**src/verilog/reprog_pkg.sv**
```systemverilog
// Constants for the reprogram transaction handler
package reprog_pkg;
    localparam logic [4:0] SA_HEADER = 5'h14;
    localparam logic [4:0] SA_DATA = 5'h15;
    localparam logic [4:0] SA_TRAILER = 5'h16;
    localparam logic [4:0] SA_STATUS = 5'h17;
    localparam int TM_HI = 15;
    localparam int TM_LO = 14;
    localparam int HT_HI = 13;
    localparam int HT_LO = 12;
    localparam int CNT_HI = 11;
    localparam int PAGE_LO = 3;
    localparam int PAGE_ZERO_BIT = 2;
    localparam int SPC_LO = 8;
    localparam logic [1:0] TM_NONE = 2'h0;
    localparam logic [1:0] TM_8 = 2'h1;
    localparam logic [1:0] TM_16 = 2'h2;
    localparam logic [1:0] TM_32 = 2'h3;
    localparam logic [1:0] HT_WORDS = 2'h0;
    localparam logic [1:0] HT_MSGS = 2'h1;
    localparam logic [1:0] TC_LAST = 2'h0;
    localparam logic [1:0] TC_MORE = 2'h1;
    localparam logic [1:0] TC_JUMP = 2'h2;
    localparam logic [1:0] TC_BAD = 2'h3;
    localparam logic [12:0] COUNT_ZERO_MEANS = 13'h1000;
    localparam logic [15:0] STATUS_ERR_RETRY = 16'h8003;
    localparam logic [15:0] STATUS_OK = 16'h0000;
    localparam logic [15:0] SUM_RESET = 16'h0000;
endpackage

```
**src/verilog/data_fifo.sv**
```systemverilog
// Word FIFO between the bus receiver and the memory write port
`timescale 1ns/100ps
module data_fifo #(
    parameter int WIDTH = 16,
    parameter int DEPTH = 32
) (
    input wire logic ref_clk,
    input wire logic rst_n,
    input wire logic clkEn,
    input wire logic inValid,
    output logic inReady,
    input wire logic [WIDTH-1:0] inData,
    output logic outValid,
    input wire logic outReady,
    output logic [WIDTH-1:0] outData
);
    localparam int AW = $clog2(DEPTH);
    initial begin
        if (DEPTH < 2 || (1 << AW) != DEPTH) $error("DEPTH must be a power of two");
    end
    logic [WIDTH-1:0] mem [DEPTH];
    logic [AW:0] wrPtr, rdPtr, next_wrPtr, next_rdPtr;
    logic doWr, doRd;
    always_comb begin
        inReady = (wrPtr - rdPtr) != (AW+1)'(DEPTH);
        outValid = wrPtr != rdPtr;
        outData = mem[rdPtr[AW-1:0]];
        doWr = inValid && inReady && clkEn;
        doRd = outValid && outReady && clkEn;
        next_wrPtr = doWr ? wrPtr + 1'b1 : wrPtr;
        next_rdPtr = doRd ? rdPtr + 1'b1 : rdPtr;
    end
    always_ff @(posedge ref_clk) begin
        if (!rst_n) begin
            wrPtr <= '0;
            rdPtr <= '0;
        end else begin
            wrPtr <= next_wrPtr;
            rdPtr <= next_rdPtr;
        end
        if (doWr) begin
            mem[wrPtr[AW-1:0]] <= inData;
        end
    end
endmodule

```
**src/verilog/reprogram_transaction_handler.sv**
```systemverilog
// Remote-terminal handler for header, data, trailer and status messages
`timescale 1ns/100ps
module reprogram_transaction_handler
    import reprog_pkg::*;
#(
    parameter int FIFO_DEPTH = 32
) (
    input wire logic ref_clk,
    input wire logic rst_n,
    input wire logic clkEn,
    // Message framing from the terminal protocol core
    input wire logic msgStart,
    input wire logic msgTransmit,
    input wire logic [4:0] msgSubaddr,
    input wire logic [4:0] msgWordCount,
    input wire logic msgEnd,
    input wire logic msgBusy,
    input wire logic rxValid,
    input wire logic [15:0] rxWord,
    input wire logic txReq,
    output logic txValid,
    output logic [15:0] txWord,
    // Memory port
    output logic memWrite,
    output logic memRead,
    output logic [28:0] memAddr,
    output logic [31:0] memWdata,
    input wire logic [31:0] memRdata,
    // Status
    output logic headerReject,
    output logic checksumError,
    output logic statusRequest,
    output logic finalTransaction,
    output logic jumpRequest,
    output logic [28:0] jumpAddr,
    output logic [7:0] subPageCount,
    output logic [7:0] subPageFirst,
    output logic [1:0] transfer_mode_field,
    output logic [1:0] header_type_field,
    output logic [1:0] transfer_control_field,
    output logic [12:0] bufferCount
);
    initial begin
        if (FIFO_DEPTH != 32) $error("FIFO_DEPTH must be 32");
    end

    typedef enum {S_IDLE, S_HDR, S_LOAD, S_VERIFY, S_TRL, S_STAT} state_t;

    function automatic logic [12:0] countOf(input logic [15:0] w);
        countOf = (w[CNT_HI:0] == 12'h000) ? COUNT_ZERO_MEANS : {1'b0, w[CNT_HI:0]};
    endfunction

    // ----------------------------------------------------------------
    // Message state
    // ----------------------------------------------------------------
    state_t state, next_state;
    logic [2:0] wordIdx, next_wordIdx;
    logic [15:0] sum, next_sum;
    logic [15:0] hdr1, hdr2, hdr3, hdr4, next_hdr1, next_hdr2, next_hdr3, next_hdr4;
    logic [28:0] ptr, next_ptr, vStart, next_vStart;
    logic half, next_half, vHalf, next_vHalf;
    logic [15:0] lowHalf, next_lowHalf;
    logic [15:0] trl1, next_trl1;
    logic next_headerReject, next_checksumError, next_statusRequest;
    logic next_finalTransaction, next_jumpRequest;
    logic [28:0] next_jumpAddr;
    logic [7:0] next_subPageCount, next_subPageFirst;
    logic next_txValid;
    logic [15:0] next_txWord;
    logic fifoInValid, fifoInReady, fifoOutValid;
    logic [15:0] fifoOut;
    logic [1:0] tm;
    logic rxTake;
    logic [15:0] vSum, next_vSum;
    logic next_memWrite, next_memRead;
    logic [31:0] next_memWdata;
    logic [28:0] next_memAddr;
    logic [1:0] next_transfer_mode_field, next_header_type_field;
    logic [1:0] next_transfer_control_field;
    logic [12:0] next_bufferCount;

    // Load words wait in the FIFO; its ready gates the bus word strobe.
    data_fifo #(.WIDTH(16), .DEPTH(FIFO_DEPTH)) loadFifo (
        .ref_clk(ref_clk),
        .rst_n(rst_n),
        .clkEn(clkEn),
        .inValid(fifoInValid),
        .inReady(fifoInReady),
        .inData(rxWord),
        .outValid(fifoOutValid),
        .outReady(1'b1),
        .outData(fifoOut)
    );

    assign tm = hdr1[TM_HI:TM_LO];
    assign fifoInValid = rxValid && state == S_LOAD;
    assign rxTake = rxValid && (state != S_LOAD || fifoInReady);

    always_comb begin
        next_state = state;
        next_wordIdx = wordIdx;
        next_sum = sum;
        next_hdr1 = hdr1;
        next_hdr2 = hdr2;
        next_hdr3 = hdr3;
        next_hdr4 = hdr4;
        next_ptr = ptr;
        next_vStart = vStart;
        next_half = half;
        next_vHalf = vHalf;
        next_lowHalf = lowHalf;
        next_trl1 = trl1;
        next_headerReject = headerReject;
        next_checksumError = checksumError;
        next_statusRequest = statusRequest;
        next_finalTransaction = finalTransaction;
        next_jumpRequest = 1'b0;
        next_jumpAddr = jumpAddr;
        next_subPageCount = subPageCount;
        next_subPageFirst = subPageFirst;
        next_txValid = 1'b0;
        next_txWord = txWord;
        next_vSum = vSum;
        next_memWrite = 1'b0;
        next_memRead = 1'b0;
        next_memWdata = memWdata;
        next_memAddr = ptr;
        next_transfer_mode_field = transfer_mode_field;
        next_header_type_field = header_type_field;
        next_transfer_control_field = transfer_control_field;
        next_bufferCount = bufferCount;
        if (msgStart) begin
            next_wordIdx = 3'h0;
            if (!msgTransmit && msgSubaddr == SA_HEADER) begin
                next_state = S_HDR;
                next_sum = SUM_RESET;
            end else if (!msgTransmit && msgSubaddr == SA_DATA) begin
                next_state = S_LOAD;
            end else if (msgTransmit && msgSubaddr == SA_DATA) begin
                next_state = S_VERIFY;
                // Remember where this verify began so a reissue replays it
                next_vStart = ptr;
                next_vHalf = half;
                next_vSum = sum;
            end else if (!msgTransmit && msgSubaddr == SA_TRAILER) begin
                next_state = S_TRL;
            end else if (msgTransmit && msgSubaddr == SA_STATUS) begin
                next_state = S_STAT;
            end else begin
                next_state = S_IDLE;
            end
        end else if (msgEnd) begin
            // A busy verify never counts: rewind so the retry resends it
            if (state == S_VERIFY && msgBusy) begin
                next_ptr = vStart;
                next_half = vHalf;
                // Discarded words must not stay in the running sum
                next_sum = vSum;
            end
            if (state == S_HDR) begin
                next_ptr = (tm == TM_NONE) ? 29'h0 : {hdr4[15:PAGE_LO], hdr2};
                next_half = 1'b0;
                next_headerReject = hdr4[1:0] == TC_BAD || hdr4[PAGE_ZERO_BIT]
                    || (tm != TM_NONE && hdr1[HT_HI:HT_LO] != HT_WORDS
                    && hdr1[HT_HI:HT_LO] != HT_MSGS);
                if (tm == TM_NONE) begin
                    next_jumpAddr = {hdr4[15:PAGE_LO], hdr3};
                end
                // Fields move with the reject flag, never ahead of it
                next_transfer_mode_field = tm;
                next_header_type_field = hdr1[HT_HI:HT_LO];
                next_transfer_control_field = hdr4[1:0];
                next_bufferCount = countOf(hdr1);
            end
            next_state = S_IDLE;
        end else if (rxTake) begin
            if (state == S_HDR || state == S_LOAD || (state == S_TRL && wordIdx == 3'h0)) begin
                next_sum = sum + rxWord;
            end
            case (state)
                S_HDR: begin
                    if (wordIdx == 3'h0) next_hdr1 = rxWord;
                    if (wordIdx == 3'h1) next_hdr2 = rxWord;
                    if (wordIdx == 3'h2) next_hdr3 = rxWord;
                    if (wordIdx == 3'h3) next_hdr4 = rxWord;
                    next_wordIdx = wordIdx + 3'h1;
                end
                S_TRL: begin
                    if (wordIdx == 3'h0) begin
                        next_trl1 = rxWord;
                    end else if (wordIdx == 3'h1) begin
                        next_checksumError = rxWord != sum;
                        next_statusRequest = rxWord != sum;
                        if (rxWord == sum) begin
                            next_subPageCount = trl1[15:SPC_LO];
                            next_subPageFirst = trl1[SPC_LO-1:0];
                        end
                        next_finalTransaction = hdr4[1:0] == TC_LAST;
                        // Control moves only once the trailer is in and good
                        next_jumpRequest = hdr4[1:0] == TC_JUMP && rxWord == sum
                            && !headerReject;
                    end
                    next_wordIdx = wordIdx + 3'h1;
                end
                default: begin
                end
            endcase
        end
        // Verify reads: checksum sums the words actually sent
        if (state == S_VERIFY && txReq && !msgStart && !msgEnd) begin
            next_txValid = 1'b1;
            next_txWord = (tm == TM_8) ? {8'h00, memRdata[7:0]} :
                (tm == TM_32 && half) ? memRdata[31:16] : memRdata[15:0];
            next_sum = sum + next_txWord;
            if (tm == TM_32 && !half) begin
                next_half = 1'b1;
            end else begin
                next_half = 1'b0;
                next_ptr = ptr + 29'h1;
            end
        end else if (state == S_STAT && txReq && !msgStart && !msgEnd) begin
            next_txValid = 1'b1;
            next_txWord = checksumError ? STATUS_ERR_RETRY : STATUS_OK;
            next_statusRequest = 1'b0;
        end
        // Memory writes drain the FIFO one word a cycle
        if (fifoOutValid && clkEn) begin
            if (tm == TM_32 && !half) begin
                next_lowHalf = fifoOut;
                next_half = 1'b1;
            end else begin
                next_memWrite = 1'b1;
                next_memWdata = (tm == TM_32) ? {fifoOut, lowHalf} :
                    (tm == TM_8) ? {24'h000000, fifoOut[7:0]} : {16'h0000, fifoOut};
                next_half = 1'b0;
                next_ptr = ptr + 29'h1;
            end
        end
        // A write carries the address it was drained for, not the next one
        next_memAddr = next_memWrite ? ptr : next_ptr;
        // Held through a verify so memRdata always follows memAddr
        next_memRead = next_state == S_VERIFY;
    end

    // ----------------------------------------------------------------
    // Registers
    // ----------------------------------------------------------------
    always_ff @(posedge ref_clk) begin
        if (!rst_n) begin
            state <= S_IDLE;
            wordIdx <= 3'h0;
            sum <= SUM_RESET;
            hdr1 <= 16'h0000;
            hdr2 <= 16'h0000;
            hdr3 <= 16'h0000;
            hdr4 <= 16'h0000;
            ptr <= 29'h0;
            vStart <= 29'h0;
            half <= 1'b0;
            vHalf <= 1'b0;
            lowHalf <= 16'h0000;
            trl1 <= 16'h0000;
            headerReject <= 1'b0;
            checksumError <= 1'b0;
            statusRequest <= 1'b0;
            finalTransaction <= 1'b0;
            jumpRequest <= 1'b0;
            jumpAddr <= 29'h0;
            subPageCount <= 8'h00;
            subPageFirst <= 8'h00;
            txValid <= 1'b0;
            txWord <= 16'h0000;
            memAddr <= 29'h0;
            memWrite <= 1'b0;
            memRead <= 1'b0;
            memWdata <= 32'h0000_0000;
            vSum <= SUM_RESET;
            transfer_mode_field <= 2'h0;
            header_type_field <= 2'h0;
            transfer_control_field <= 2'h0;
            bufferCount <= COUNT_ZERO_MEANS;
        end else if (clkEn) begin
            state <= next_state;
            wordIdx <= next_wordIdx;
            sum <= next_sum;
            hdr1 <= next_hdr1;
            hdr2 <= next_hdr2;
            hdr3 <= next_hdr3;
            hdr4 <= next_hdr4;
            ptr <= next_ptr;
            vStart <= next_vStart;
            half <= next_half;
            vHalf <= next_vHalf;
            lowHalf <= next_lowHalf;
            trl1 <= next_trl1;
            headerReject <= next_headerReject;
            checksumError <= next_checksumError;
            statusRequest <= next_statusRequest;
            finalTransaction <= next_finalTransaction;
            jumpRequest <= next_jumpRequest;
            jumpAddr <= next_jumpAddr;
            subPageCount <= next_subPageCount;
            subPageFirst <= next_subPageFirst;
            txValid <= next_txValid;
            txWord <= next_txWord;
            memAddr <= next_memAddr;
            memWrite <= next_memWrite;
            memRead <= next_memRead;
            memWdata <= next_memWdata;
            vSum <= next_vSum;
            transfer_mode_field <= next_transfer_mode_field;
            header_type_field <= next_header_type_field;
            transfer_control_field <= next_transfer_control_field;
            bufferCount <= next_bufferCount;
        end
    end
endmodule

```
**config.mk**
```make
export PLATFORM = sky130hd
export DESIGN_NAME = reprogram_transaction_handler
export DESIGN_NICKNAME = d
export VERILOG_FILES = /design/src/verilog/reprog_pkg.sv /design/src/verilog/data_fifo.sv /design/src/verilog/reprogram_transaction_handler.sv
export SDC_FILE = /design/constraint.sdc
export NUM_CORES = 1
export LEC_CHECK = 0
export BUFFER_PORTS_ARGS = -buffer_cell sky130_fd_sc_hd__clkbuf_2
export CAP_MARGIN = 20
export CELL_PAD_IN_SITES_DETAIL_PLACEMENT = 2
export CELL_PAD_IN_SITES_GLOBAL_PLACEMENT = 2
export CORE_ASPECT_RATIO = 0.5
export CORE_MARGIN = 2
export CORE_UTILIZATION = 42
export DETAILED_ROUTE_END_ITERATION = 16
export PLACE_DENSITY_LB_ADDON = 0.2
export SLEW_MARGIN = 40
export SYNTH_ARGS = -nofsm -noshare
export SYNTH_HDL_FRONTEND = slang
export SYNTH_SLANG_ARGS = --single-unit
export TNS_END_PERCENT = 100
```
**constraint.sdc**
```tcl
create_clock -name ref_clk -period 4.3 [get_ports ref_clk]
set_input_delay 0.43 -clock ref_clk [delete_from_list [all_inputs] [get_ports ref_clk]]
set_output_delay 0.43 -clock ref_clk [all_outputs]
set_load 0.05 [all_outputs]
```
==> reports/results.ini <==
[route]
wl_per_cell_um=32.0
via_per_inst=6.11
drc=0
first_pass_iters=6
first_iter_violations=3002
ant_nets=0
vias=27500
routed_wl_mm=144

[cts]
cts_root_buffer=clkbuf_16
cts_tree=done
cts_resized=0
cts_sinks=901
clk_pin_slew_ns=0.08
cts.path.max_buffers=3
postCtsSetupBuffers=0
numCtsBuffers=83
h-tree-depth=3
ctsHoldBuffers=0
clk_latency_ns=0.73

[power_and_ir_drop]
pwr_density_cell_nw_per_um2=412
p_leak_uw=0.0148
finalPower_uw=17800
ir_drop_mv=0.358

[finish]
syn_to_final_growth_pct=14.6
layoutNonFillerInstCount=4497
fin_nets=3354
final_cell_mix=512 x edfxtp_1, 385 x dfxtp_1, 360 x nand2_1, 313 x nor2_1, 256 x a21oi_1
layout-drive-gt1-share_pct=20.4
final_common_cell=edfxtp_1
fillers=8689

[logic_synthesis]
ys_seq_area_share_pct=61.4
ys_warn_count=0
avgSynthCellArea_um2=12.4
syn-num-nets=3152
yosysTopAreaCell=edfxtp_1
synth_edf_count=512
postSynthCellCount=3037
async_flop_share_pct=0
syn_area_um2=37700
ys_top_cells_by_area=edfxtp_1 41%, dfxtp_1 21%, mux4_2 9.5%, nand2_1 3.6%, a21oi_1 3.4%
synthFlopType=edfxtp_1
yosysTopAreaCellShare_pct=40.7
synth_seq_cells=901
synth.distinct_cells=92

[global_routing]
grt_pass1_wl_mm=210
track_usage_pct=31.1
grt_pass1_vias=29300
antenna_found_initial=9
grt_start_max_net_pins=142
overflow=0

[place]
gp_congestion=0.812
dp_hpwl_mm=89.5
port_buffers=210
place_inst=4338
place_ws_ns=0.657

[worst_setup_path]
worstPathArrival_ns=4.33
crit_family=compound AO/OA/AOI/OAI gates
required_ns=4.88
critPathMaxStageDelay_ns=0.47
path_common_cell=a21oi_1
worstPathCellList=nand3_1 > mux2_2 > ha_1 > fa_1 > a211o_1 > a21oi_1 > o21ai_0 > a41oi_1 > a21oi_1 > a31oi_1 > xor2_1 > a221oi_1 > a31o_2
cp_num_buf_inv=0
cpMaxStageDelayCell=fa_1
start_kind=register
critical_path_class=reg -> reg
worstPathMaxFanout=3
end_kind=register

[hold_path]
min_path_type=in -> reg

[timing]
tightestPinTransition_ns=0.882
finClkSkew_ns=0.0556
slew-limit-headroom_pct=41.2
fin_setup_tns_ns=0
slew_viol_final=0
finalCriticalPeriod_ns=3.76
rsz0062_at_grt=no
fin_ws_ns=0.541
hold_ws_ns=0.205
fmax_mhz=266
setup_viol=0
hold_violations=0
period_share_pct=87.4

[floorplan]
initial_core_util_pct=42.5
die_w_um=428
ios=216
die_y_um=216
die-area_um2=92400
fp-row-count=77
core_area_um2=88700

[flow_run]
timing.max_cap.violations=0

[outcome]
status=finished, final reports clean

==> metal layers <==
metal	GRT usage (%)	up-vias	share of wire, %
met1	42.1	14500	43
met3	5.18	274	6.4
met5	0	-	0
met2	50.8	1013	47
met4	11.5	0	3.8
li1	-	11700	-
==> logic make-up (layout without fill, tap and decap cells) <==
kind of cell / after synthesis / count (layout) / share of synthesized area [%]
buffers and inverters: 244 / 514 / 2.74
adder cells (fa/ha/maj): 48 / 48 / 1.63
other: 0 / 5 / 0
XOR/XNOR: 40 / 40 / 0.965
multiplexers: 280 / 280 / 12.8
AO/OA/AOI/OAI: 588 / 588 / 9.30
flip-flops: 901 / 901 / 61.4
AND/OR/NAND/NOR: 936 / 936 / 11.2
==> stage by stage <==
step	util (%)	area (um^2)
2_1_floorplan	-	37700
3_3_place_gp	45.5	40400
3_5_place_dp	45.6	40400
4_1_cts	48.7	43200
5_1_grt	48.7	43200
6_report	48.7	43300
==> tightest hold or removal path, stage by stage <==
cell	delay (ns)
clkbuf_2	0.07
mux2_2	0.18
nand2_1	0.07
a21oi_1	0.14
==> sequential cells by signal, summed over array words and instances (netlist names), 6 cells and up, named ones only <==
| signal | cells |
|---|---|
| hdr2 | 16 |
| hdr3 | 16 |
| ptr | 29 |
| state | 32 |
| memWdata | 32 |
| loadFifo.rdPtr | 6 |
| lowHalf | 16 |
| vStart | 29 |
| trl1 | 16 |
| bufferCount | 13 |
| hdr1 | 16 |
| memAddr | 29 |
| sum | 16 |
| txWord | 16 |
| vSum | 16 |
| loadFifo.wrPtr | 6 |
| hdr4 | 16 |
| subPageFirst | 8 |
| loadFifo.mem | 512 |
| subPageCount | 8 |
| jumpAddr | 29 |
==> area by class of cell <==
cell class	count	area [um^2]	share of cell area, %
Multi-Input combinational cell	1892	13600	31.5
Tap cell	1185	1480	3.43
Antenna cell	5	12.5	0.0289
Inverter	29	116	0.269
Clock buffer	106	2230	5.17
Timing Repair Buffer	332	2090	4.83
Clock inverter	47	532	1.23
Sequential cell	901	23200	53.6
==> power by group <==
part           internal (uW)  switching [uW]
Combinational            188             549
Sequential              9110            49.2
Clock                   4220            3710
==> synthesized netlist by cell type, types with 4 or more instances <==
cell / instances
a211oi_1: 40
a21o_1: 11
a21oi_1: 256
a221oi_1: 12
a22oi_1: 21
a311oi_1: 5
a31oi_1: 26
a32oi_1: 5
and2_1: 9
and3_1: 46
buf_1: 18
buf_2: 16
buf_6: 7
clkbuf_1: 168
dfxtp_1: 389
edfxtp_1: 512
ha_1: 46
inv_1: 28
mux2_2: 8
mux2i_1: 112
mux4_2: 160
nand2_1: 362
nand2b_1: 9
nand3_1: 68
nand3b_1: 4
nand4_1: 14
nor2_1: 317
nor2b_1: 6
nor3_1: 34
nor4_1: 12
nor4_4: 7
o2111ai_1: 4
o211ai_1: 18
o21a_1: 6
o21ai_0: 129
o21ai_1: 4
o22ai_1: 5
o31ai_1: 6
o32ai_1: 4
or2_2: 5
or3_1: 14
xnor2_1: 27
xor2_1: 12
==> path summary, 6_finish.rpt <==
path | start | endpoint | slack, ns | cells after the start
max | hdr1[15]$_SDFFE_PN0P_ | sum[14]$_SDFFE_PN0P_ | 0.54 | 13
min | memRdata[3] | txWord[3]$_SDFFE_PN0P_ | 0.21 | 4
max reg2reg | hdr1[15]$_SDFFE_PN0P_ | sum[14]$_SDFFE_PN0P_ | 0.54 | 13
min reg2reg | txWord[6]$_SDFFE_PN0P_ | txWord[6]$_SDFFE_PN0P_ | 0.46 | 2
(Power assumes the default switching activity.)
